--- src/verilog/jlpr_pkg.sv ---
// Purpose: Shared constants and carriers for the link parameter register bank.
// Assumes: Register accesses arrive already decoded from the serial control port.
// Notes:   Reset values and masks are held here so the bank and its bench agree.
package jlpr_pkg;

	localparam int unsigned ADDR_W = 13;
	localparam int unsigned DATA_W = 8;

	// Register addresses.
	localparam logic [ADDR_W-1:0] A_BANK_ID   = 13'h0065;
	localparam logic [ADDR_W-1:0] A_LANE0_ID  = 13'h0066;
	localparam logic [ADDR_W-1:0] A_LANE1_ID  = 13'h0067;
	localparam logic [ADDR_W-1:0] A_SCR_LANE  = 13'h006E;
	localparam logic [ADDR_W-1:0] A_OCTETS    = 13'h006F;
	localparam logic [ADDR_W-1:0] A_FRAMES_MF = 13'h0070;
	localparam logic [ADDR_W-1:0] A_CONV      = 13'h0071;
	localparam logic [ADDR_W-1:0] A_RES_CTRL  = 13'h0072;
	localparam logic [ADDR_W-1:0] A_TOT_BITS  = 13'h0073;
	localparam logic [ADDR_W-1:0] A_SAMPLES   = 13'h0074;
	localparam logic [ADDR_W-1:0] A_DENSITY   = 13'h0075;
	localparam logic [ADDR_W-1:0] A_SCRATCH1  = 13'h0076;
	localparam logic [ADDR_W-1:0] A_SCRATCH2  = 13'h0077;
	localparam logic [ADDR_W-1:0] A_CHK0      = 13'h0078;
	localparam logic [ADDR_W-1:0] A_CHK1      = 13'h0079;

	// Writable bits of each register; open bits read as zero.
	localparam logic [DATA_W-1:0] M_BANK_ID   = 8'h0F;
	localparam logic [DATA_W-1:0] M_LANE_ID   = 8'h1F;
	localparam logic [DATA_W-1:0] M_SCR_LANE  = 8'h81;
	localparam logic [DATA_W-1:0] M_FRAMES_MF = 8'h1F;
	localparam logic [DATA_W-1:0] M_CONV      = 8'h01;
	localparam logic [DATA_W-1:0] M_RES_CTRL  = 8'hDF;
	localparam logic [DATA_W-1:0] M_FULL      = 8'hFF;

	// Field positions.
	localparam int unsigned B_SCR_EN   = 7;
	localparam int unsigned B_TWO_LANE = 0;
	localparam int unsigned B_TWO_CONV = 0;

	// Reset values.
	localparam logic [DATA_W-1:0] R_ZERO      = 8'h00;
	localparam logic [DATA_W-1:0] R_SCR_LANE  = 8'h80;
	localparam logic [DATA_W-1:0] R_FRAMES_MF = 8'h0F;
	localparam logic [DATA_W-1:0] R_RES_CTRL  = 8'h4D;

	// Fixed read-only values, encoded as the value minus one where the link does so.
	localparam logic [DATA_W-1:0] V_TOT_BITS  = 8'h0F;
	localparam logic [DATA_W-1:0] V_SAMPLES   = 8'h00;
	localparam logic [DATA_W-1:0] V_DENSITY   = 8'h00;

	// Encoded octets per frame for each converter and lane setting.
	localparam logic [DATA_W-1:0] F_ONE    = 8'h00;
	localparam logic [DATA_W-1:0] F_TWO    = 8'h01;
	localparam logic [DATA_W-1:0] F_FOUR   = 8'h03;

	// One register access from the serial control port.
	typedef struct packed {
		logic              wr;
		logic              rd;
		logic [ADDR_W-1:0] addr;
		logic [DATA_W-1:0] wdata;
	} jlpr_req_t;

	// Link configuration handed to the serial transmitter.
	typedef struct packed {
		logic [DATA_W-1:0] bank_id;
		logic [DATA_W-1:0] lane0_id;
		logic [DATA_W-1:0] lane1_id;
		logic              scr_en;
		logic              two_lanes;
		logic              two_conv;
		logic [DATA_W-1:0] octets_enc;
		logic [DATA_W-1:0] frames_enc;
		logic [DATA_W-1:0] res_ctrl;
		logic [DATA_W-1:0] chk0;
		logic [DATA_W-1:0] chk1;
	} jlpr_cfg_t;

endpackage : jlpr_pkg

--- src/verilog/jlpr_regs.sv ---
// Purpose: Link parameter register bank reporting the serial link configuration.
// Assumes: Requests are synchronous to clk; wr and rd are one-cycle strobes.
// Notes:   Read data is registered and valid one cycle after the read strobe.
// Operation
// - Each of lane 0 and lane 1 has its own writable identifier, reported as that lane's identity.
// - Software sets how many frames form a multiframe, and the transmitter uses that value.
// - Samples per converter per frame is read only and always reports one sample.
// - The high-density flag is read only and always reads zero.
// - Two eight-bit scratch fields are freely written and read back, and reset to zero.
// - The lane control bit picks one lane per link when clear and two lanes when set.
// - The top bit of the scrambler and lane register enables scrambling and reports it as one.
module jlpr_regs
(
	input  wire logic               clk,
	input  wire logic               reset,
	input  wire jlpr_pkg::jlpr_req_t req,
	output logic [jlpr_pkg::DATA_W-1:0] rdata,
	output logic                    rvalid,
	output jlpr_pkg::jlpr_cfg_t     cfg
);
	import jlpr_pkg::*;

	logic [DATA_W-1:0] bank_id_r;
	logic [DATA_W-1:0] lane0_id_r;
	logic [DATA_W-1:0] lane1_id_r;
	logic [DATA_W-1:0] scr_lane_r;
	logic [DATA_W-1:0] frames_r;
	logic [DATA_W-1:0] conv_r;
	logic [DATA_W-1:0] res_ctrl_r;
	logic [DATA_W-1:0] scratch1_r;
	logic [DATA_W-1:0] scratch2_r;
	logic [DATA_W-1:0] chk0_r;
	logic [DATA_W-1:0] chk1_r;
	logic [DATA_W-1:0] rdata_r;
	logic              rvalid_r;

	logic [DATA_W-1:0] rdata_nxt;
	logic [DATA_W-1:0] octets_enc;
	logic [DATA_W-1:0] common_sum;
	logic [DATA_W-1:0] chk0_nxt;
	logic [DATA_W-1:0] chk1_nxt;
	logic              two_lanes;
	logic              two_conv;

	// Write strobes per register.
	wire we_bank   = req.wr && (req.addr == A_BANK_ID);
	wire we_lane0  = req.wr && (req.addr == A_LANE0_ID);
	wire we_lane1  = req.wr && (req.addr == A_LANE1_ID);
	wire we_scr    = req.wr && (req.addr == A_SCR_LANE);
	wire we_frames = req.wr && (req.addr == A_FRAMES_MF);
	wire we_conv   = req.wr && (req.addr == A_CONV);
	wire we_res    = req.wr && (req.addr == A_RES_CTRL);
	wire we_scr1   = req.wr && (req.addr == A_SCRATCH1);
	wire we_scr2   = req.wr && (req.addr == A_SCRATCH2);

	// Decoded link settings.
	assign two_lanes = scr_lane_r[B_TWO_LANE];
	assign two_conv  = conv_r[B_TWO_CONV];

	// Octets per frame follows M*2/L; the table avoids a divider for four cases.
	assign octets_enc = two_conv ? (two_lanes ? F_TWO : F_FOUR)
	                             : (two_lanes ? F_ONE : F_TWO);

	// Checksum over the parameters shared by both lanes; only the lane identifier differs.
	assign common_sum = DATA_W'(bank_id_r + {7'h00, scr_lane_r[B_SCR_EN]} + {7'h00, two_lanes}
	                    + octets_enc + frames_r + {7'h00, two_conv} + res_ctrl_r
	                    + V_TOT_BITS + V_SAMPLES + V_DENSITY + scratch1_r + scratch2_r);
	assign chk0_nxt = DATA_W'(common_sum + lane0_id_r);
	assign chk1_nxt = DATA_W'(common_sum + lane1_id_r);

	// Read multiplexer; unmapped addresses read zero.
	always_comb
	begin
		case (req.addr)
			A_BANK_ID:   rdata_nxt = bank_id_r;
			A_LANE0_ID:  rdata_nxt = lane0_id_r;
			A_LANE1_ID:  rdata_nxt = lane1_id_r;
			A_SCR_LANE:  rdata_nxt = scr_lane_r;
			A_OCTETS:    rdata_nxt = octets_enc;
			A_FRAMES_MF: rdata_nxt = frames_r;
			A_CONV:      rdata_nxt = conv_r;
			A_RES_CTRL:  rdata_nxt = res_ctrl_r;
			A_TOT_BITS:  rdata_nxt = V_TOT_BITS;
			A_SAMPLES:   rdata_nxt = V_SAMPLES;
			A_DENSITY:   rdata_nxt = V_DENSITY;
			A_SCRATCH1:  rdata_nxt = scratch1_r;
			A_SCRATCH2:  rdata_nxt = scratch2_r;
			A_CHK0:      rdata_nxt = chk0_r;
			A_CHK1:      rdata_nxt = chk1_r;
			default:     rdata_nxt = R_ZERO;
		endcase
	end

	// Writable registers; open bits are masked so they always read zero.
	always_ff @(posedge clk)
	begin
		if (reset)
		begin
			bank_id_r  <= R_ZERO;
			lane0_id_r <= R_ZERO;
			lane1_id_r <= R_ZERO;
			scr_lane_r <= R_SCR_LANE;
			frames_r   <= R_FRAMES_MF;
			conv_r     <= R_ZERO;
			res_ctrl_r <= R_RES_CTRL;
			scratch1_r <= R_ZERO;
			scratch2_r <= R_ZERO;
		end
		else
		begin
			if (we_bank)   bank_id_r  <= req.wdata & M_BANK_ID;
			if (we_lane0)  lane0_id_r <= req.wdata & M_LANE_ID;
			if (we_lane1)  lane1_id_r <= req.wdata & M_LANE_ID;
			if (we_scr)    scr_lane_r <= req.wdata & M_SCR_LANE;
			if (we_frames) frames_r   <= req.wdata & M_FRAMES_MF;
			if (we_conv)   conv_r     <= req.wdata & M_CONV;
			if (we_res)    res_ctrl_r <= req.wdata & M_RES_CTRL;
			if (we_scr1)   scratch1_r <= req.wdata & M_FULL;
			if (we_scr2)   scratch2_r <= req.wdata & M_FULL;
		end
	end

	// Checksums are refreshed every cycle so they lag a write by one clock.
	always_ff @(posedge clk)
	begin
		if (reset)
		begin
			chk0_r <= R_ZERO;
			chk1_r <= R_ZERO;
		end
		else
		begin
			chk0_r <= chk0_nxt;
			chk1_r <= chk1_nxt;
		end
	end

	// Registered read answer.
	always_ff @(posedge clk)
	begin
		if (reset)
		begin
			rdata_r  <= R_ZERO;
			rvalid_r <= 1'b0;
		end
		else
		begin
			rdata_r  <= req.rd ? rdata_nxt : rdata_r;
			rvalid_r <= req.rd;
		end
	end

	assign rdata  = rdata_r;
	assign rvalid = rvalid_r;

	// Configuration to the transmitter comes straight from flip-flops or fixed tables.
	assign cfg.bank_id    = bank_id_r;
	assign cfg.lane0_id   = lane0_id_r;
	assign cfg.lane1_id   = lane1_id_r;
	assign cfg.scr_en     = scr_lane_r[B_SCR_EN];
	assign cfg.two_lanes  = two_lanes;
	assign cfg.two_conv   = two_conv;
	assign cfg.octets_enc = octets_enc;
	assign cfg.frames_enc = frames_r;
	assign cfg.res_ctrl   = res_ctrl_r;
	assign cfg.chk0       = chk0_r;
	assign cfg.chk1       = chk1_r;

	// Checks of the register behaviour.
	property p_lane0_wr;
		@(posedge clk) disable iff (reset)
		(req.wr && req.addr == A_LANE0_ID) |=> (cfg.lane0_id == ($past(req.wdata) & M_LANE_ID));
	endproperty
	a_lane0_wr: assert property (p_lane0_wr) else $error("lane 0 id not written");

	property p_lane1_indep;
		@(posedge clk) disable iff (reset)
		(req.wr && req.addr == A_LANE0_ID) |=> $stable(cfg.lane1_id);
	endproperty
	a_lane1_indep: assert property (p_lane1_indep) else $error("lane 1 id changed by lane 0 write");

	property p_frames_wr;
		@(posedge clk) disable iff (reset)
		(req.wr && req.addr == A_FRAMES_MF) |=> (cfg.frames_enc == ($past(req.wdata) & M_FRAMES_MF));
	endproperty
	a_frames_wr: assert property (p_frames_wr) else $error("frames per multiframe not written");

	property p_totbits_ro;
		@(posedge clk) disable iff (reset)
		(req.rd && req.addr == A_TOT_BITS) |=> (rvalid && rdata == V_TOT_BITS);
	endproperty
	a_totbits_ro: assert property (p_totbits_ro) else $error("total bits per sample wrong");

	property p_samples_ro;
		@(posedge clk) disable iff (reset)
		(req.rd && req.addr == A_SAMPLES) |=> (rdata == V_SAMPLES);
	endproperty
	a_samples_ro: assert property (p_samples_ro) else $error("samples per frame wrong");

	property p_density_ro;
		@(posedge clk) disable iff (reset)
		(req.rd && req.addr == A_DENSITY) |=> (rdata == V_DENSITY);
	endproperty
	a_density_ro: assert property (p_density_ro) else $error("density flag not zero");

	property p_scratch_rb;
		@(posedge clk) disable iff (reset)
		(req.wr && req.addr == A_SCRATCH1) ##1 (req.rd && req.addr == A_SCRATCH1 && !req.wr)
		|=> (rdata == $past(req.wdata, 2));
	endproperty
	a_scratch_rb: assert property (p_scratch_rb) else $error("scratch field readback wrong");

	property p_lane_sel;
		@(posedge clk) disable iff (reset)
		(req.wr && req.addr == A_SCR_LANE) |=> (cfg.two_lanes == $past(req.wdata[B_TWO_LANE]));
	endproperty
	a_lane_sel: assert property (p_lane_sel) else $error("lane count bit not applied");

	property p_scr_en;
		@(posedge clk) disable iff (reset)
		(req.wr && req.addr == A_SCR_LANE) |=> (cfg.scr_en == $past(req.wdata[B_SCR_EN]));
	endproperty
	a_scr_en: assert property (p_scr_en) else $error("scrambler enable not applied");

	property p_octets;
		@(posedge clk) disable iff (reset)
		(cfg.two_conv && !cfg.two_lanes) |-> (cfg.octets_enc == F_FOUR);
	endproperty
	a_octets: assert property (p_octets) else $error("octets per frame wrong");

	property p_lane1_wr;
		@(posedge clk) disable iff (reset)
		(req.wr && req.addr == A_LANE1_ID) |=> (cfg.lane1_id == ($past(req.wdata) & M_LANE_ID));
	endproperty
	a_lane1_wr: assert property (p_lane1_wr) else $error("lane 1 id not written");

	property p_lane0_indep;
		@(posedge clk) disable iff (reset)
		(req.wr && req.addr == A_LANE1_ID) |=> $stable(cfg.lane0_id);
	endproperty
	a_lane0_indep: assert property (p_lane0_indep) else $error("lane 0 id changed by lane 1 write");

	property p_scratch2_rb;
		@(posedge clk) disable iff (reset)
		(req.wr && req.addr == A_SCRATCH2) ##1 (req.rd && req.addr == A_SCRATCH2 && !req.wr)
		|=> (rdata == $past(req.wdata, 2));
	endproperty
	a_scratch2_rb: assert property (p_scratch2_rb) else $error("second scratch field readback wrong");

	property p_octets_one;
		@(posedge clk) disable iff (reset)
		(!cfg.two_conv && cfg.two_lanes) |-> (cfg.octets_enc == F_ONE);
	endproperty
	a_octets_one: assert property (p_octets_one) else $error("octets per frame wrong for one converter");

	property p_octets_two;
		@(posedge clk) disable iff (reset)
		(cfg.two_conv == cfg.two_lanes) |-> (cfg.octets_enc == F_TWO);
	endproperty
	a_octets_two: assert property (p_octets_two) else $error("octets per frame wrong for matched setting");

	property p_octets_ro;
		@(posedge clk) disable iff (reset)
		(req.wr && req.addr == A_OCTETS) |=> $stable(cfg.octets_enc);
	endproperty
	a_octets_ro: assert property (p_octets_ro) else $error("octets per frame changed by a write");

	property p_conv_wr;
		@(posedge clk) disable iff (reset)
		(req.wr && req.addr == A_CONV) |=> (cfg.two_conv == $past(req.wdata[B_TWO_CONV]));
	endproperty
	a_conv_wr: assert property (p_conv_wr) else $error("converter count bit not applied");

	// Reset must leave the link settings at their defaults on the first free edge.
	property p_reset_cfg;
		@(posedge clk) disable iff (reset)
		$fell(reset) |-> (cfg.scr_en && !cfg.two_lanes && !cfg.two_conv
		                  && cfg.octets_enc == F_TWO && cfg.frames_enc == R_FRAMES_MF);
	endproperty
	a_reset_cfg: assert property (p_reset_cfg) else $error("link settings not at defaults after reset");

	property p_bank_wr;
		@(posedge clk) disable iff (reset)
		(req.wr && req.addr == A_BANK_ID) |=> (cfg.bank_id == ($past(req.wdata) & M_BANK_ID));
	endproperty
	a_bank_wr: assert property (p_bank_wr) else $error("bank id not written");

	property p_rvalid_pulse;
		@(posedge clk) disable iff (reset)
		rvalid == $past(req.rd);
	endproperty
	a_rvalid_pulse: assert property (p_rvalid_pulse) else $error("read answer not one cycle after strobe");

	// Read data must hold between reads so a slow reader still sees it.
	property p_rdata_hold;
		@(posedge clk) disable iff (reset)
		!$past(req.rd) |-> $stable(rdata);
	endproperty
	a_rdata_hold: assert property (p_rdata_hold) else $error("read data changed without a read");

	c_two_lanes: cover property (@(posedge clk) disable iff (reset)
		req.wr && req.addr == A_SCR_LANE && req.wdata[B_TWO_LANE]);
	c_scratch: cover property (@(posedge clk) disable iff (reset)
		(req.wr && req.addr == A_SCRATCH2) ##1 (req.rd && req.addr == A_SCRATCH2));
	c_ro_write: cover property (@(posedge clk) disable iff (reset) req.wr && req.addr == A_TOT_BITS);
	c_four_oct: cover property (@(posedge clk) disable iff (reset) cfg.octets_enc == F_FOUR);

endmodule : jlpr_regs

--- config.mk ---
export PLATFORM = sky130hd
export DESIGN_NAME = jlpr_regs
export DESIGN_NICKNAME = d
export VERILOG_FILES = /design/src/verilog/jlpr_pkg.sv /design/src/verilog/jlpr_regs.sv
export SDC_FILE = /design/constraint.sdc
export NUM_CORES = 1
export LEC_CHECK = 0
export BUFFER_PORTS_ARGS = -buffer_cell sky130_fd_sc_hd__buf_2
export CAP_MARGIN = 10
export CORE_UTILIZATION = 55
export CTS_BUF_LIST = sky130_fd_sc_hd__clkbuf_2 sky130_fd_sc_hd__clkbuf_4 sky130_fd_sc_hd__clkbuf_8
export DETAILED_ROUTE_END_ITERATION = 6
export GPL_ROUTABILITY_DRIVEN = 0
export PLACE_DENSITY = 0.87
export SYNTH_ARGS = -nofsm -noshare
export SYNTH_HDL_FRONTEND = slang
export SYNTH_SLANG_ARGS = --single-unit
export TNS_END_PERCENT = 20
--- constraint.sdc ---
create_clock -name clk -period 4.9 [get_ports clk]
set_input_delay 0.735 -clock clk [delete_from_list [all_inputs] [get_ports clk]]
set_output_delay 0.735 -clock clk [all_outputs]
set_load 0.02 [all_outputs]
==> impl_metrics.yaml <==
status:
  status: "finished clean"
sta:
  fin_crit_sh_pct: 95.5
  finalSetupTns_ns: 0
  drv_slew: 0
  rsz0062_at_grt: "no"
  fmax_ghz: 0.214
  worst_slew_pin_slew_ns: 1.15
  fin_crit_ns: 4.68
  slew-limit-headroom_pct: 22.6
  hold_violations: 0
  finalSetupViolCount: 0
  fin_skew_ns: 0.0100
yosys:
  synthMuxAreaShare_pct: 4.32
  synth.most_common_cell: "dfxtp_1"
  synth_compound_area_share_pct: 17.1
  synth-adder-area-share_pct: 17.5
  synth_async_sr_flop_share_pct: 0
  syn_inst: 512
  synth-edff-count: 0
  synth_xor_area_share_pct: 4.68
  synthTopCellsByCount: "dfxtp_1, nand2_1, nor2_1, inv_1, a21oi_1"
  yosysUniqueCellTypes: 57
  synth-seq-cells: 70
  synth.area.top_cells: "dfxtp_1, fa_1, ha_1"
  yosysWarnings: 0
  syn-cell-area_mm2: 0.00449
  synth_ff_type: "dfxtp_1"
  synth-seq-area-share_pct: 31.2
  synth_top_family_by_area: "adder cells"
  yosys.area.top_type: "dfxtp_1"
  yosysTopAreaCellShare_pct: 31.2
  synth-simple-area-share_pct: 16.8
  synth.avg_cell_area_um2: 8.78
hold_path:
  hold_depth: 2
  min_from: "rdata[1]"
  hp-class: "reg -> reg"
  hold_end: "rdata[1]"
placement:
  placed_cells: 675
  hpwl_mm: 9.66
  portBuffers: 80
clock_tree:
  root_buffer: "clkbuf_8"
  ctsLongestPathBuffers: 2
  postCtsSetupBuffers: 0
  post_cts_resized: 0
  clk_pin_slew_ns: 0.08
  cts_made_buffers: 9
  cts_tree: "done"
  h-tree-depth: 3
  insertion_delay_ns: 0.35
  cts-hold-fix-buffers: 0
  clock-sinks: 70
worst_setup_path:
  cp.required_ns: 5.10
  start_kind: "flop"
  cp.arrival_ns: 4.87
  crit_path_end_kind: "flop"
  r2r_cells: 15
  reg2reg_from: "res_ctrl_r[1]"
  reg2reg_setup_slack_ns: 0.22
  critPathMaxFanout: 4
  r2r-end: "chk1_r[6]"
  worstSetupPathType: "reg -> reg"
pwr:
  p_leak_nw: 2.28
  swShare_pct: 26.2
  p_int_mw: 0.799
  p_comb_share_pct: 7.5
  p_per_area_mw_per_mm2: 214
  p_switching_mw: 0.284
  p_clk_share_pct: 39.1
  p_seq_share_pct: 53.4
  vdd_ir_drop_max_uv: 110
finish:
  area_growth_pct: 12.4
  n_antenna_cell: 0
  drive_gt1_share_pct: 19.2
  fin_cells: 691
  fin_nets: 660
floorplanning:
  pin_count: 101
  start_util_pct: 57.5
  die_h_um: 92.4
  core_mm2: 0.00781
  rows: 32
  dieArea_mm2: 0.00853
  die_x_um: 92.4
job:
  drv_cap: 0
grt:
  grt_overflow: 0
  antenna_found_initial: 1
  grt_usage_pct: 31.6
  grt_pass1_vias: 4173
  grt_pass1_wl_mm: 20.7
  grt_max_degree: 61
drt:
  detail_route.iter0.violations: 462
  vias: 4171
  first_pass_iters: 5
  wire_per_inst_um: 18.7
  wl_mm: 12.9
  drcViolationCount: 0
  via_per_inst: 6.04
  ant_nets: 0
worst max-delay path: stages, from the launching register on:
cell	delay, ns
dfxtp_1	0.35
fa_1	0.57
fa_1	0.45
fa_1	0.56
inv_1	0.06
fa_1	0.50
inv_1	0.05
ha_1	0.24
fa_1	0.48
ha_1	0.33
a21o_1	0.16
a21oi_1	0.21
nor2b_1	0.07
o21ai_0	0.26
xor2_1	0.17
nor2_1	0.05
cell families (layout without fill, tap and decap cells):
group                      after synthesis  after routing
and+or+nand+nor                        149            149
adders and majority gates               51             51
xor gates and xnor gates                24             24
AOI/OAI and AO/OA                      120            120
other                                    1             20
DFF                                     70             70
buffers and inverters                   78            136
muxes                                   19             19
area by class of cell:
cell class	count	area, µm²
Clock buffer	12	153
Fill cell	652	2760
Inverter	38	143
Clock inverter	4	22.5
Tap cell	102	128
Timing Repair Buffer	82	415
Sequential cell	70	1400
Multi-Input combinational cell	383	2790
layout by cell type (no fill, tap or decap), types with 3 or more instances in the layout:
cell / Yosys / final
xnor2_1: 12 / 12
a211oi_1: 7 / 7
conb_1: 1 / 20
clkbuf_8: 0 / 10
a21o_1: 5 / 5
a21oi_1: 33 / 33
nor3_1: 4 / 4
a22oi_1: 12 / 12
a211o_1: 5 / 5
mux2_2: 3 / 3
a22o_1: 3 / 3
nand2_1: 51 / 51
mux2i_1: 16 / 16
nand3_1: 16 / 16
ha_1: 31 / 31
xor2_1: 12 / 12
nand2b_1: 5 / 5
a32oi_1: 6 / 6
clkinv_2: 0 / 3
fa_1: 20 / 20
buf_2: 4 / 80
nor2b_1: 10 / 10
o211ai_1: 3 / 3
inv_1: 38 / 38
o31ai_1: 4 / 4
dfxtp_1: 70 / 70
nor2_1: 42 / 42
o21ai_0: 28 / 26
o21ai_1: 2 / 4
nor2_4: 3 / 3
power by group through the flow:
stage	combinational, mW	sequential (mW)	clock [mW]
6_report	0.0812	0.578	0.424
5_1_grt	0.0864	0.578	0.448
4_1_cts	0.0789	0.578	0.426
3_5_place_dp	0.0785	0.591	0
3_3_place_gp	0.0767	0.591	0
2_1_floorplan	0.0565	0.595	0
sequential cells by signal, summed over array words and instances (netlist names):
name        count
rvalid          1
scratch1_r      8
res_ctrl_r      7
bank_id_r       4
scratch2_r      8
chk0_r          8
conv_r          1
lane1_id_r      5
chk1_r          8
scr_lane_r      2
lane0_id_r      5
frames_r        5
rdata           8
metrics by stage:
stage / worst slack (ns) / cell area, µm² / hold WS (ns) / utilization [%] / power [mW]
finish: 0.223 / 5050 / 0.453 / 64.7 / 1.08
global route: 0.0118 / 5050 / 0.476 / 64.7 / 1.11
CTS: 0.191 / 5050 / 0.455 / 64.7 / 1.08
detailed placement: 0.214 / 4880 / 0.441 / 62.5 / 0.670
global placement: 0.390 / 4880 / 0.428 / 62.5 / 0.668
floorplan: 0.468 / 4560 / 0.453 / - / 0.652
worst max path at each step:
stage             startpoint         to  slack (ns)  cells past startpoint
2_1_floorplan  res_ctrl_r[1]  chk0_r[6]        0.47                     15
4_1_cts        res_ctrl_r[1]  chk0_r[7]        0.19                     15
3_3_place_gp   res_ctrl_r[1]  chk0_r[6]        0.39                     15
3_5_place_dp   res_ctrl_r[1]  chk0_r[7]        0.21                     15
5_1_grt        res_ctrl_r[1]  chk1_r[6]        0.01                     15
6_report       res_ctrl_r[1]  chk1_r[6]        0.22                     15
routing by layer:
layer | part of all wire, % | vias up | GRT usage [%] | wire length (µm)
li1 | - | 1877 | - | -
met1 | 38 | 1909 | 37.9 | 4960
met2 | 47 | 322 | 51.5 | 6000
met3 | 11 | 61 | 9.20 | 1450
met4 | 3.7 | 2 | 15.5 | 476
met5 | 0.085 | - | 0 | 11
No activity file was read; power rests on OpenSTA's default activity.
